**config.mk**
```make
export PLATFORM = sky130hd
export DESIGN_NAME = ppo_port_pins
export DESIGN_NICKNAME = d
export VERILOG_FILES = /design/src/verilog/ppo_pkg.sv /design/src/verilog/ppo_port_pins.sv
export SDC_FILE = /design/constraint.sdc
export NUM_CORES = 1
export LEC_CHECK = 0
export ABC_AREA = 1
export BUFFER_PORTS_ARGS = -buffer_cell sky130_fd_sc_hd__buf_2
export CAP_MARGIN = 15
export CORE_MARGIN = 2
export CORE_UTILIZATION = 44
export DETAILED_ROUTE_END_ITERATION = 10
export MAX_ROUTING_LAYER = met4
export PLACE_DENSITY = 0.77
export SETUP_SLACK_MARGIN = 0.3
export SLEW_MARGIN = 30
export SYNTH_ARGS = -nofsm -noshare
export SYNTH_HDL_FRONTEND = slang
export SYNTH_SLANG_ARGS = --single-unit
```
**constraint.sdc**
```tcl
create_clock -name clock -period 1.3 [get_ports clock]
set_input_delay 0.065 -clock clock [delete_from_list [all_inputs] [get_ports clock]]
set_output_delay 0.065 -clock clock [all_outputs]
set_load 0.01 [all_outputs]
```
**src/verilog/ppo_pkg.sv**
```systemverilog
package ppo_pkg;

    ////////////////////////////////////////////////////////////////////////
    // carriers: index 0 is the first port, 3 the fourth
    typedef logic [3:0][7:0] ppo_port_bus_t;

    typedef struct packed {
        logic        read;
        logic        write;
        logic [7:0]  address;
        logic [3:0]  byteenable;
        logic [31:0] writedata;
    } ppo_av_req_t;

    typedef struct packed {
        ppo_port_bus_t outAssign;
        ppo_port_bus_t oeTerm;
        logic [2:0][7:0] macroOut;
        logic [7:0]      chipSel;
    } ppo_logic_out_t;

    typedef struct packed {
        logic [2:0][7:0] macroIn;
        logic [7:0]      directIn;
    } ppo_logic_in_t;

    ////////////////////////////////////////////////////////////////////////
    // register indices; byte address is four times the index
    localparam logic [5:0] IDX_IN_A   = 6'h00;
    localparam logic [5:0] IDX_IN_B   = 6'h01;
    localparam logic [5:0] IDX_CTL_A  = 6'h02;
    localparam logic [5:0] IDX_CTL_B  = 6'h03;
    localparam logic [5:0] IDX_OUT_A  = 6'h04;
    localparam logic [5:0] IDX_OUT_B  = 6'h05;
    localparam logic [5:0] IDX_DIR_A  = 6'h06;
    localparam logic [5:0] IDX_DIR_B  = 6'h07;
    localparam logic [5:0] IDX_IN_C   = 6'h10;
    localparam logic [5:0] IDX_IN_D   = 6'h11;
    localparam logic [5:0] IDX_OUT_C  = 6'h12;
    localparam logic [5:0] IDX_OUT_D  = 6'h13;
    localparam logic [5:0] IDX_DIR_C  = 6'h14;
    localparam logic [5:0] IDX_DIR_D  = 6'h15;

    // implemented pin positions per port
    localparam ppo_port_bus_t PORT_MASK = {8'h06, 8'h9C, 8'hFF, 8'hFF};
    localparam logic [7:0]    REG_RESET = 8'h00;
    localparam logic [31:0]   READ_ZERO = 32'h0000_0000;

endpackage : ppo_pkg

```
**src/verilog/ppo_port_pins.sv**
```systemverilog
// Notes on behaviour
// - data-out bit set drives pin high, clear drives low; per-port registers 04h,05h,12h,13h.
// - data-out, direction and address-control registers clear to zero at reset.
// - direction bit set makes pin output, clear makes input; registers 06h,07h,14h,15h.
// - third port keeps bits 7,4,3,2 only; fourth port keeps bits 2,1 only.
// - after reset pins float as inputs unless a logic-array enable term is active.
// - first three ports feed logic inputs via input_macrocell; fourth port feeds directly.
// - first three ports carry output_macrocell outputs; fourth port carries chip selects.
// - a pin assigned to logic output ignores its data-out bit and processor I/O.
// - a logic-input pin stays readable and its direction bit still acts.
// - driver enable is logic-array enable term ORed with the direction bit.
// - an output_macrocell used only internally leaves its pin free for other use.
// - latched-address mode drives demultiplexed address bits on chosen first/second port pins.
// - address-control bits at 02h and 03h select address output per pin.
// - first port bit n carries A[n]; second port carries A[n] or A[n+8].
// - data-in registers 00h,01h,10h,11h return current pin levels.
//
// Decided for this implementation: the Avalon-MM interface to the registers.
`timescale 1ns/10ps
`default_nettype none

module ppo_port_pins (
    input  wire logic                    clock,
    input  wire logic                    rst_b,
    input  wire logic                    clockEn,
    input  wire ppo_pkg::ppo_av_req_t    avReq,
    output logic [31:0]                  avReadData,
    output logic                         avWaitRequest,
    input  wire logic [15:0]             muxAddrData,
    input  wire logic                    addrStrobe,
    input  wire logic [7:0]              addrHighSel,
    input  wire ppo_pkg::ppo_logic_out_t logicOut,
    output ppo_pkg::ppo_logic_in_t       logicIn,
    input  wire ppo_pkg::ppo_port_bus_t  pinIn,
    output wire ppo_pkg::ppo_port_bus_t  pinOut,
    output wire ppo_pkg::ppo_port_bus_t  pinOe
);
    import ppo_pkg::*;

    ////////////////////////////////////////////////////////////////////////
    // whole state of the block
    typedef struct packed {
        ppo_port_bus_t   outVal;
        ppo_port_bus_t   dir;
        ppo_port_bus_t   addrCtl;
        logic [15:0]     addrLatch;
        ppo_port_bus_t   syncA;
        ppo_port_bus_t   syncB;
        logic [2:0][7:0] inMacro;
        logic            ack;
        logic [31:0]     readData;
    } ppo_state_t;

    localparam ppo_state_t ST_RESET = '0;

    ppo_state_t  st_q;
    ppo_state_t  st_d;
    logic        busReq;
    logic [5:0]  regIdx;
    logic        aligned;
    logic [31:0] readWord;
    logic [7:0]  wrByte;

    assign busReq  = avReq.read | avReq.write;
    assign regIdx  = avReq.address[7:2];
    assign aligned = (avReq.address[1:0] == 2'b00);
    assign wrByte  = avReq.writedata[7:0];

    ////////////////////////////////////////////////////////////////////////
    // bus handshake: one wait cycle, then the answer; frozen while clockEn low
    assign avWaitRequest = busReq & ~(st_q.ack & clockEn);
    assign avReadData    = st_q.readData;

    // logic-array input bus
    always_comb
    begin
        logicIn.macroIn  = st_q.inMacro;
        logicIn.directIn = st_q.syncB[3];
    end

    ////////////////////////////////////////////////////////////////////////
    // read decode; unmapped or misaligned reads answer zero
    always_comb
    begin
        readWord = READ_ZERO;
        if (!aligned)
            readWord = READ_ZERO;
        else if (regIdx == IDX_IN_A)
            readWord[7:0] = st_q.syncB[0];
        else if (regIdx == IDX_IN_B)
            readWord[7:0] = st_q.syncB[1];
        else if (regIdx == IDX_IN_C)
            readWord[7:0] = st_q.syncB[2] & PORT_MASK[2];
        else if (regIdx == IDX_IN_D)
            readWord[7:0] = st_q.syncB[3] & PORT_MASK[3];
        else if (regIdx == IDX_CTL_A)
            readWord[7:0] = st_q.addrCtl[0];
        else if (regIdx == IDX_CTL_B)
            readWord[7:0] = st_q.addrCtl[1];
        else if (regIdx == IDX_OUT_A)
            readWord[7:0] = st_q.outVal[0];
        else if (regIdx == IDX_OUT_B)
            readWord[7:0] = st_q.outVal[1];
        else if (regIdx == IDX_OUT_C)
            readWord[7:0] = st_q.outVal[2];
        else if (regIdx == IDX_OUT_D)
            readWord[7:0] = st_q.outVal[3];
        else if (regIdx == IDX_DIR_A)
            readWord[7:0] = st_q.dir[0];
        else if (regIdx == IDX_DIR_B)
            readWord[7:0] = st_q.dir[1];
        else if (regIdx == IDX_DIR_C)
            readWord[7:0] = st_q.dir[2];
        else if (regIdx == IDX_DIR_D)
            readWord[7:0] = st_q.dir[3];
    end

    ////////////////////////////////////////////////////////////////////////
    // next state
    always_comb
    begin
        st_d = st_q;
        // pins come from outside: two flops before anything looks at them
        st_d.syncA = pinIn;
        st_d.syncB = st_q.syncA;
        // input macrocells register the first three ports
        st_d.inMacro = st_q.syncB[2:0];
        // address latch, separated from the shared bus by the strobe
        if (addrStrobe)
            st_d.addrLatch = muxAddrData;
        // bus: capture read data in the wait cycle, act on the answer edge
        st_d.ack = busReq & ~st_q.ack;
        if (busReq && !st_q.ack && avReq.read)
            st_d.readData = readWord;
        if (st_q.ack && avReq.write && avReq.byteenable[0] && aligned)
        begin
            if (regIdx == IDX_CTL_A)
                st_d.addrCtl[0] = wrByte;
            else if (regIdx == IDX_CTL_B)
                st_d.addrCtl[1] = wrByte;
            else if (regIdx == IDX_OUT_A)
                st_d.outVal[0] = wrByte;
            else if (regIdx == IDX_OUT_B)
                st_d.outVal[1] = wrByte;
            else if (regIdx == IDX_OUT_C)
                st_d.outVal[2] = wrByte & PORT_MASK[2];
            else if (regIdx == IDX_OUT_D)
                st_d.outVal[3] = wrByte & PORT_MASK[3];
            else if (regIdx == IDX_DIR_A)
                st_d.dir[0] = wrByte;
            else if (regIdx == IDX_DIR_B)
                st_d.dir[1] = wrByte;
            else if (regIdx == IDX_DIR_C)
                st_d.dir[2] = wrByte & PORT_MASK[2];
            else if (regIdx == IDX_DIR_D)
                st_d.dir[3] = wrByte & PORT_MASK[3];
        end
    end

    // registers; synchronous reset clears all control state
    always_ff @(posedge clock)
    begin
        if (!rst_b)
            st_q <= ST_RESET;
        else if (clockEn)
            st_q <= st_d;
    end

    ////////////////////////////////////////////////////////////////////////
    // per-pin output path
    genvar gp;
    genvar gb;
    generate
        for (gp = 0; gp < 4; gp++)
        begin : g_port
            for (gb = 0; gb < 8; gb++)
            begin : g_bit
                logic logicSrc;
                logic addrBit;
                // fourth port carries decode_logic_array chip selects
                if (gp == 3)
                begin : g_cs
                    assign logicSrc = logicOut.chipSel[gb];
                end
                else
                begin : g_mc
                    assign logicSrc = logicOut.macroOut[gp][gb];
                end
                // only the second port may offer the high address byte
                if (gp == 1)
                begin : g_hi
                    assign addrBit = addrHighSel[gb] ? st_q.addrLatch[gb + 8]
                                                     : st_q.addrLatch[gb];
                end
                else
                begin : g_lo
                    assign addrBit = st_q.addrLatch[gb];
                end
                // enable term from the array or the direction bit; firmware must
                // set direction for address pins, nothing here forces it
                assign pinOe[gp][gb] = PORT_MASK[gp][gb]
                    & (logicOut.oeTerm[gp][gb] | st_q.dir[gp][gb]);
                // logic output wins; unassigned macrocells leave the pin free
                assign pinOut[gp][gb] = ~PORT_MASK[gp][gb] ? 1'b0
                    : logicOut.outAssign[gp][gb] ? logicSrc
                    : st_q.addrCtl[gp][gb] ? addrBit
                    : st_q.outVal[gp][gb];
            end
        end
    endgenerate

    ////////////////////////////////////////////////////////////////////////
    // checks
    a_reset_clears_regs: assert property (
        @(posedge clock) !rst_b |=>
            (st_q.outVal == '0) && (st_q.dir == '0) && (st_q.addrCtl == '0))
        else $error("control registers not cleared by reset");

    a_mcu_pin_level: assert property (
        @(posedge clock) disable iff (!rst_b)
        (logicOut.outAssign[0][3] == 1'b0) && (st_q.addrCtl[0][3] == 1'b0)
            |-> pinOut[0][3] == st_q.outVal[0][3])
        else $error("pin level does not follow data-out bit");

    a_oe_or_term: assert property (
        @(posedge clock) disable iff (!rst_b)
        pinOe == ((logicOut.oeTerm | st_q.dir) & PORT_MASK))
        else $error("driver enable is not enable term or direction");

    a_unused_bits_quiet: assert property (
        @(posedge clock) disable iff (!rst_b)
        ((pinOe[2] | pinOut[2] | st_q.outVal[2] | st_q.dir[2]) & ~PORT_MASK[2]) == 8'h00
            && ((pinOe[3] | st_q.outVal[3] | st_q.dir[3]) & ~PORT_MASK[3]) == 8'h00)
        else $error("unavailable pin position is active");

    a_powerup_hiz: assert property (
        @(posedge clock) (!$past(rst_b) && rst_b && logicOut.oeTerm == '0) |-> pinOe == '0)
        else $error("pin driven after reset without enable term");

    a_macrocell_delay: assert property (
        @(posedge clock) disable iff (!rst_b)
        ($past(clockEn, 1) && $past(clockEn, 2) && $past(clockEn, 3)
            && $past(rst_b, 1) && $past(rst_b, 2) && $past(rst_b, 3))
            |-> logicIn.macroIn == $past(pinIn[2:0], 3)
                && logicIn.directIn == $past(pinIn[3], 2))
        else $error("logic input bus path latency wrong");

    a_logic_out_route: assert property (
        @(posedge clock) disable iff (!rst_b)
        logicOut.outAssign[3][1] |-> ##0 pinOut[3][1] == logicOut.chipSel[1]
            && (logicOut.outAssign[2][7] -> pinOut[2][7] == logicOut.macroOut[2][7]))
        else $error("logic output pin not carrying array output");

    a_addr_high_byte: assert property (
        @(posedge clock) disable iff (!rst_b)
        (st_q.addrCtl[1][5] && !logicOut.outAssign[1][5] && addrHighSel[5])
            |-> pinOut[1][5] == st_q.addrLatch[13])
        else $error("second port pin not carrying high address bit");

    a_addr_strobe_latch: assert property (
        @(posedge clock) disable iff (!rst_b)
        (addrStrobe && clockEn) |=> st_q.addrLatch == $past(muxAddrData))
        else $error("address not latched on strobe");

    a_write_readback: assert property (
        @(posedge clock) disable iff (!rst_b)
        (avReq.write && !avWaitRequest && avReq.byteenable[0]
            && avReq.address == {IDX_DIR_C, 2'b00})
            |=> st_q.dir[2] == ($past(avReq.writedata[7:0]) & PORT_MASK[2]))
        else $error("direction write not stored with mask");

    a_bus_answer_bound: assert property (
        @(posedge clock) disable iff (!rst_b)
        (busReq && clockEn) |-> ##[0:1] !avWaitRequest)
        else $error("bus answer later than one wait cycle");

    ////////////////////////////////////////////////////////////////////////
    // clock enable, bus framing and further pin routing checks
    a_frozen_state: assert property (
        @(posedge clock) disable iff (!rst_b)
        !clockEn |=> st_q == $past(st_q))
        else $error("state moved while clock enable low");

    a_wait_frozen: assert property (
        @(posedge clock) disable iff (!rst_b)
        (busReq && !clockEn) |-> avWaitRequest)
        else $error("bus answered while clock enable low");

    a_wait_on_request: assert property (
        @(posedge clock) disable iff (!rst_b)
        (busReq && !st_q.ack) |-> avWaitRequest)
        else $error("bus answered without its wait cycle");

    a_ack_one_cycle: assert property (
        @(posedge clock) disable iff (!rst_b)
        (busReq && !avWaitRequest) |=> !st_q.ack)
        else $error("answer held for more than one cycle");

    a_read_upper_zero: assert property (
        @(posedge clock) disable iff (!rst_b)
        avReadData[31:8] == 24'h00_0000)
        else $error("read data upper bits not zero");

    a_odd_address_zero: assert property (
        @(posedge clock) disable iff (!rst_b)
        (avReq.read && !avWaitRequest && avReq.address[1:0] != 2'b00)
            |-> avReadData == READ_ZERO)
        else $error("misaligned read did not return zero");

    a_byteen_ignored: assert property (
        @(posedge clock) disable iff (!rst_b)
        (avReq.write && !avWaitRequest && !avReq.byteenable[0])
            |=> st_q.outVal == $past(st_q.outVal) && st_q.dir == $past(st_q.dir)
                && st_q.addrCtl == $past(st_q.addrCtl))
        else $error("write without byte enable changed a register");

    a_data_write_lands: assert property (
        @(posedge clock) disable iff (!rst_b)
        (avReq.write && !avWaitRequest && avReq.byteenable[0]
            && avReq.address == {IDX_OUT_B, 2'b00})
            |=> st_q.outVal[1] == $past(avReq.writedata[7:0]))
        else $error("data-out write not stored");

    a_ctl_write_lands: assert property (
        @(posedge clock) disable iff (!rst_b)
        (avReq.write && !avWaitRequest && avReq.byteenable[0]
            && avReq.address == {IDX_CTL_A, 2'b00})
            |=> st_q.addrCtl[0] == $past(avReq.writedata[7:0]))
        else $error("address control write not stored");

    a_cd_ctl_zero: assert property (
        @(posedge clock) disable iff (!rst_b)
        st_q.addrCtl[2] == 8'h00 && st_q.addrCtl[3] == 8'h00)
        else $error("address control set on a port without address mode");

    a_datain_level: assert property (
        @(posedge clock) disable iff (!rst_b)
        (avReq.read && !avWaitRequest && avReq.address == {IDX_IN_B, 2'b00})
            |-> avReadData[7:0] == $past(st_q.syncB[1]))
        else $error("data-in read not the synchronised pin level");

    a_dir_drives: assert property (
        @(posedge clock) disable iff (!rst_b)
        st_q.dir[1][0] |-> pinOe[1][0])
        else $error("direction bit set but pin not driven");

    a_chipsel_route: assert property (
        @(posedge clock) disable iff (!rst_b)
        logicOut.outAssign[3][2] |-> pinOut[3][2] == logicOut.chipSel[2])
        else $error("fourth port pin not carrying chip select");

    a_logic_wins: assert property (
        @(posedge clock) disable iff (!rst_b)
        logicOut.outAssign[1][4] |-> pinOut[1][4] == logicOut.macroOut[1][4])
        else $error("logic output pin not carrying macrocell");

    a_pinout_masked: assert property (
        @(posedge clock) disable iff (!rst_b)
        ((pinOut[2] & ~PORT_MASK[2]) | (pinOut[3] & ~PORT_MASK[3])) == 8'h00)
        else $error("unavailable pin position shows a level");

    a_addr_low_byte: assert property (
        @(posedge clock) disable iff (!rst_b)
        (st_q.addrCtl[0][6] && !logicOut.outAssign[0][6])
            |-> pinOut[0][6] == st_q.addrLatch[6])
        else $error("first port pin not carrying low address bit");

    a_addr_b_low_sel: assert property (
        @(posedge clock) disable iff (!rst_b)
        (st_q.addrCtl[1][2] && !logicOut.outAssign[1][2] && !addrHighSel[2])
            |-> pinOut[1][2] == st_q.addrLatch[2])
        else $error("second port pin not carrying low address bit");

endmodule : ppo_port_pins

`default_nettype wire

```
# ---- Word level (Yosys, flattened, before mapping)
# Index checks and enable logic that the tools add are counted.
dict set report word_totals {
  register_bits 173
  in_bits 202
  wordCells 155
}
dict set report classes {
  n_eq_ne 13
  muxes 61
  bitwise 37
  reduce_logical 20
}
# op n
set op_table {}
lappend op_table {{8-bit 2-to-1 mux} 14}
lappend op_table {{1-bit 2-to-1 mux} 46}
lappend op_table {{6-bit by 5-bit equality test with 1-bit output, second input constant} 6}
lappend op_table {{6-bit by 3-bit equality test with 1-bit output, second input constant} 4}
lappend op_table {{1-bit bitwise OR} 23}
lappend op_table {{6-bit by 2-bit equality test with 1-bit output, second input constant} 2}
lappend op_table {{12-bit AND reduction} 1}
lappend op_table {{1-bit inverter} 11}
lappend op_table {{11-bit AND reduction} 1}
lappend op_table {{10-bit AND reduction} 1}
lappend op_table {{9-bit AND reduction} 1}
lappend op_table {{8-bit AND reduction} 1}
lappend op_table {{7-bit AND reduction} 1}
lappend op_table {{6-bit by 1-bit equality test with 1-bit output, second input constant} 1}
lappend op_table {{6-bit logical NOT} 1}
lappend op_table {{6-bit AND reduction} 1}
lappend op_table {{1-bit logical AND} 5}
lappend op_table {{5-bit AND reduction} 1}
lappend op_table {{2-bit AND reduction} 2}
lappend op_table {{4-bit AND reduction} 1}
lappend op_table {{1-bit bitwise AND} 3}
lappend op_table {{3-bit 2-to-1 mux} 1}
lappend op_table {{3-bit AND reduction} 1}
lappend op_table {{2-bit logical NOT} 1}
lappend op_table {{1-bit logical NOT} 1}

# ---- Depth between registers and ports, before layout
dict set report depth {
  ltp_word 16
  mapped_depth 15
  ltp_nobuf 15
}

# ---- Worst setup path before layout
# No wires, ideal clock.
dict set report synth_path {
  path_type {reg2reg}
  start {register st_q[32] (netlist name)}
  end {register st_q[142] (netlist name)}
  t_arrival_ns 1.357
  path_slack_ns -0.127
  stages_incl_launch_ff 10
  n_path_buf 1
  cell_sequence {dfxtp_1 > nand3_1 > nor2_1 > inv_1 > nor2_2 > inv_1 > nor2_4 > buf_4 > o21ai_0 > a21oi_1}
}
dict set report synth_between {
  elab_chain_cells 4
}
# element line_no
set synth_rtl {}
lappend synth_rtl {{start, declared} ppo_port_pins.sv:56} ;# ppo_state_t st_q;
lappend synth_rtl {{start signal, assigned} ppo_port_pins.sv:166} ;# st_q <= st_d;
lappend synth_rtl {{1-bit logical AND (3 in a row)} ppo_port_pins.sv:135} ;# if (st_q.ack && avReq.write && avReq.byteenable[0] && aligned)
lappend synth_rtl {{3-bit AND reduction (no source line)} n/a}
# No other way between the ends.
# A chain may end at the register's enable or synchronous reset.

==> flow_summary.json <==
{
  "grt_pass1_wl_microns": 40800,
  "multi_input_area_sq_um": 4360,
  "synth_edf_count": 0,
  "swShare_pct": 26.06,
  "cp.arrival_ps": 1470,
  "cts_tree": "yes",
  "synth_top_cell_by_area": "dfxtp_1",
  "slew_viol_final": 0,
  "gp_congestion": 0.9189,
  "yosys-top-cells-area": "dfxtp_1 (42%), o21ai_0 (12%), nor2_1 (9.0%)",
  "grt_pass1_vias": 8287,
  "syn_area_per_cell_sq_um": 7.302,
  "reg2regPathDepth": 9,
  "crit_buf_inv": 2,
  "maxCapViolCount": 0,
  "vdd_drop_max_mv": 0.9214,
  "slowest_stage": "dfxtp_1",
  "worst-r2r-setup-slack_ps": -210,
  "yosys_warnings": 0,
  "cts_max_level": 4,
  "seq_area_sq_um": 3580,
  "n_fill_cell": 1295,
  "syn_inst": 1122,
  "fin_nets": 1654,
  "min_period_over_period_pct": 118.3,
  "status": "finished with violations",
  "fp.dieW_microns": 140.5,
  "antenna_found_initial": 1,
  "hold_path.class": "input port to flop",
  "path_max_fanout": 4,
  "rr_startpoint": "st_q[32]$_SDFFE_PN0P_",
  "synth_top_area_share_pct": 42.27,
  "fmax_mhz": 650.1,
  "first_pass_iters": 5,
  "drtIter0Drc": 571,
  "endpoint_kind": "primary output",
  "max_stage_delay_ps": 450,
  "synthDistinctLibCells": 41,
  "clk_latency_ps": 440,
  "fin_util_pct": 68.23,
  "path_cells": "nor2_1, a21oi_4, o21ai_2, buf_4, buf_6",
  "use_met1_pct": 31.41,
  "hold_depth": 4,
  "setup_viol": 81,
  "root_buffer": "clkbuf_16",
  "internal_power_mw": 9.413,
  "clock_skew_ps": 13.56,
  "num_vias": 9020,
  "synth_area_sq_um": 8193,
  "clk_pin_slew_ps": 70,
  "wl_microns": 28130,
  "p_leak_nw": 5.533,
  "final_cells": 1695,
  "cts_buffers": 17,
  "ys_seq_area_share_pct": 42.27,
  "ys_ff_latch": 173,
  "p_total_mw": 12.73,
  "rows": 49,
  "viasPerCell": 5.322,
  "r2r_end": "st_q[172]$_SDFFE_PN0P_",
  "crit_path_start_kind": "flop",
  "grt_setup_unrepaired": "yes",
  "cts.path.max_buffers": 2,
  "drc": 0,
  "start_util_pct": 45.30,
  "core_sq_um": 18090,
  "period_needed_ps": 1538,
  "powerDensity_nw_per_um2": 1032,
  "numClockSinks": 173,
  "gr-usage-all-layers_pct": 26.56,
  "grt_max_degree": 94,
  "crit_required_ps": 1240,
  "power.share.clock_pct": 42.1,
  "p_comb_share_pct": 13.6,
  "placed_cells": 1547,
  "grt_overflow": 0,
  "die-area_sq_um": 19730,
  "numPortBuffers": 229,
  "io_pins": 331,
  "p_sw_mw": 3.317,
  "die-height_microns": 140.5,
  "crit_type": "flop to primary output",
  "grt-busiest-layer": "met2",
  "use_met2_pct": 43.91,
  "min_to": "st_q[130]$_SDFFE_PN0P_",
  "violations": "setup timing",
  "drive_gt1_share_pct": 45.60,
  "grt_use_met3_pct": 5.812,
  "setup_ws_ps": -238.2,
  "worstHoldStart": "addrStrobe",
  "place_hpwl_microns": 17160,
  "syn2layout_area_growth_pct": 50.61,
  "hold_violations": 0,
  "async_flop_share_pct": 0,
  "crit_family": "flip-flops",
  "ant_nets": 0,
  "seqPwrFrac_pct": 44.3,
  "synth_flop_cell": "dfxtp_1",
  "detail_route.wl_per_cell_microns": 16.59
}
[cell usage in the layout, fill, tap and decap left out, drive strengths merged, types with 5 or more instances in the layout]
cell type / count
a21oi: 127
nor3: 5
nor2: 209
dlygate4sd3: 59
conb: 44
o21ai: 190
nand3: 23
a211oi: 11
buf: 340
inv: 97
dfxtp: 173
clkinv: 7
or2: 27
nand2: 109
clkbuf: 20
a22oi: 5
[cells by family (layout without fill, tap and decap cells)]
group / after synthesis / count (layout) / share of synthesized area, %
and+or+nand+nor: 379 / 379 / 21.14
AOI/OAI and AO/OA: 341 / 341 / 21.63
buffers and inverters: 227 / 527 / 14.78
DFF: 173 / 173 / 42.27
other: 1 / 45 / 0.04577
muxes: 1 / 1 / 0.1374
[flip-flops by register name (all words and copies together) (netlist names)]
register and count:
avReadData 8, g_port.g_bit.addrBit 8, logicIn 32, st_d 56, st_q 69
[repair_timing]
action	4_1_cts	5_1_grt
setup buffers	34	18
pin swaps	52	41
gates cloned	2	2
hold buffers	59	0
gates resized for setup	261	119
endpoints found under the hold margin	74	0
endpoints found under the setup margin	121	132
[power groups by stage]
| stage | registers, mW | logic, mW | clock network [mW] |
|---|---|---|---|
| floorplan | 5.71 | 0.920 | 0 |
| global placement | 5.75 | 1.31 | 0 |
| detailed placement | 5.75 | 1.33 | 0 |
| CTS | 5.63 | 1.62 | 5.39 |
| global route | 5.66 | 1.88 | 5.64 |
| finish | 5.64 | 1.73 | 5.36 |
[how the worst max path moves through the flow]
stage	endpoint	from	slack [ps]	cells past startpoint
after floorplan	st_q[182]$_SDFFE_PN0P_	st_q[32]$_SDFFE_PN0P_	-2	9
after global placement	avReadData[4]$_SDFFE_PN0P_	avReq[39]	-330	15
after detailed placement	avReadData[4]$_SDFFE_PN0P_	avReq[39]	-330	15
after CTS	pinOut[15]	st_q[136]$_SDFFE_PN0P_	-230	7
after global routing	st_q[172]$_SDFFE_PN0P_	st_q[32]$_SDFFE_PN0P_	-290	9
final	pinOut[15]	st_q[152]$_SDFFE_PN0P_	-240	5
[area by class of cell]
cell class | count | share of cell area, %
diodes | 1 | 0.02028
clock buffers | 18 | 3.559
clock inverters | 14 | 1.460
inverters | 94 | 3.001
multi-input cells | 765 | 35.34
flip-flops and latches | 173 | 29.01
well taps | 229 | 2.322
repair buffers | 401 | 25.29
[metal layers]
layer	up-vias	part of all wire [%]	wire length, microns
met5	-	0	0
met4	0	4.2	1175
met3	105	7.4	2078
met2	468	49	13830
met1	4234	39	11050
li1	4213	-	-
[synth_stat cells (2+ instances only)]
cell / instances
a211oi_1: 10
a21oi_1: 127
a22oi_1: 5
buf_1: 2
buf_4: 88
buf_6: 3
clkbuf_1: 39
clkinv_1: 2
dfxtp_1: 173
inv_1: 83
inv_2: 8
nand2_1: 103
nand2_2: 4
nand2_4: 2
nand3_1: 19
nand3_2: 3
nand4_1: 2
nor2_1: 196
nor2_2: 4
nor2_4: 9
nor3_1: 3
nor4_4: 2
o21ai_0: 190
o31ai_1: 4
or2_0: 2
or2_2: 24
[tightest hold or removal path, delay by kind of cell]
| family | cells | cell delay (ps) |
|---|---|---|
| AOI/OAI and AO/OA | 1 | 60 |
| and+or+nand+nor | 1 | 110 |
| buffers and inverters | 2 | 240 |
[stage by stage]
stage               setup TNS, ps  hold WS [ps]  instance area, sq um  setup WS [ps]
detailed placement          -9675         292.8                  9613         -332.9
global route               -15330         100.2                 12340         -291.0
global placement            -8404         285.6                  9613         -329.7
CTS                         -6006         78.92                 11720         -233.6
floorplan                  -3.421         199.9                  8503         -1.711
finish                      -8717         88.59                 12340         -238.2
Note: power is estimated with default switching activity, not from simulation.
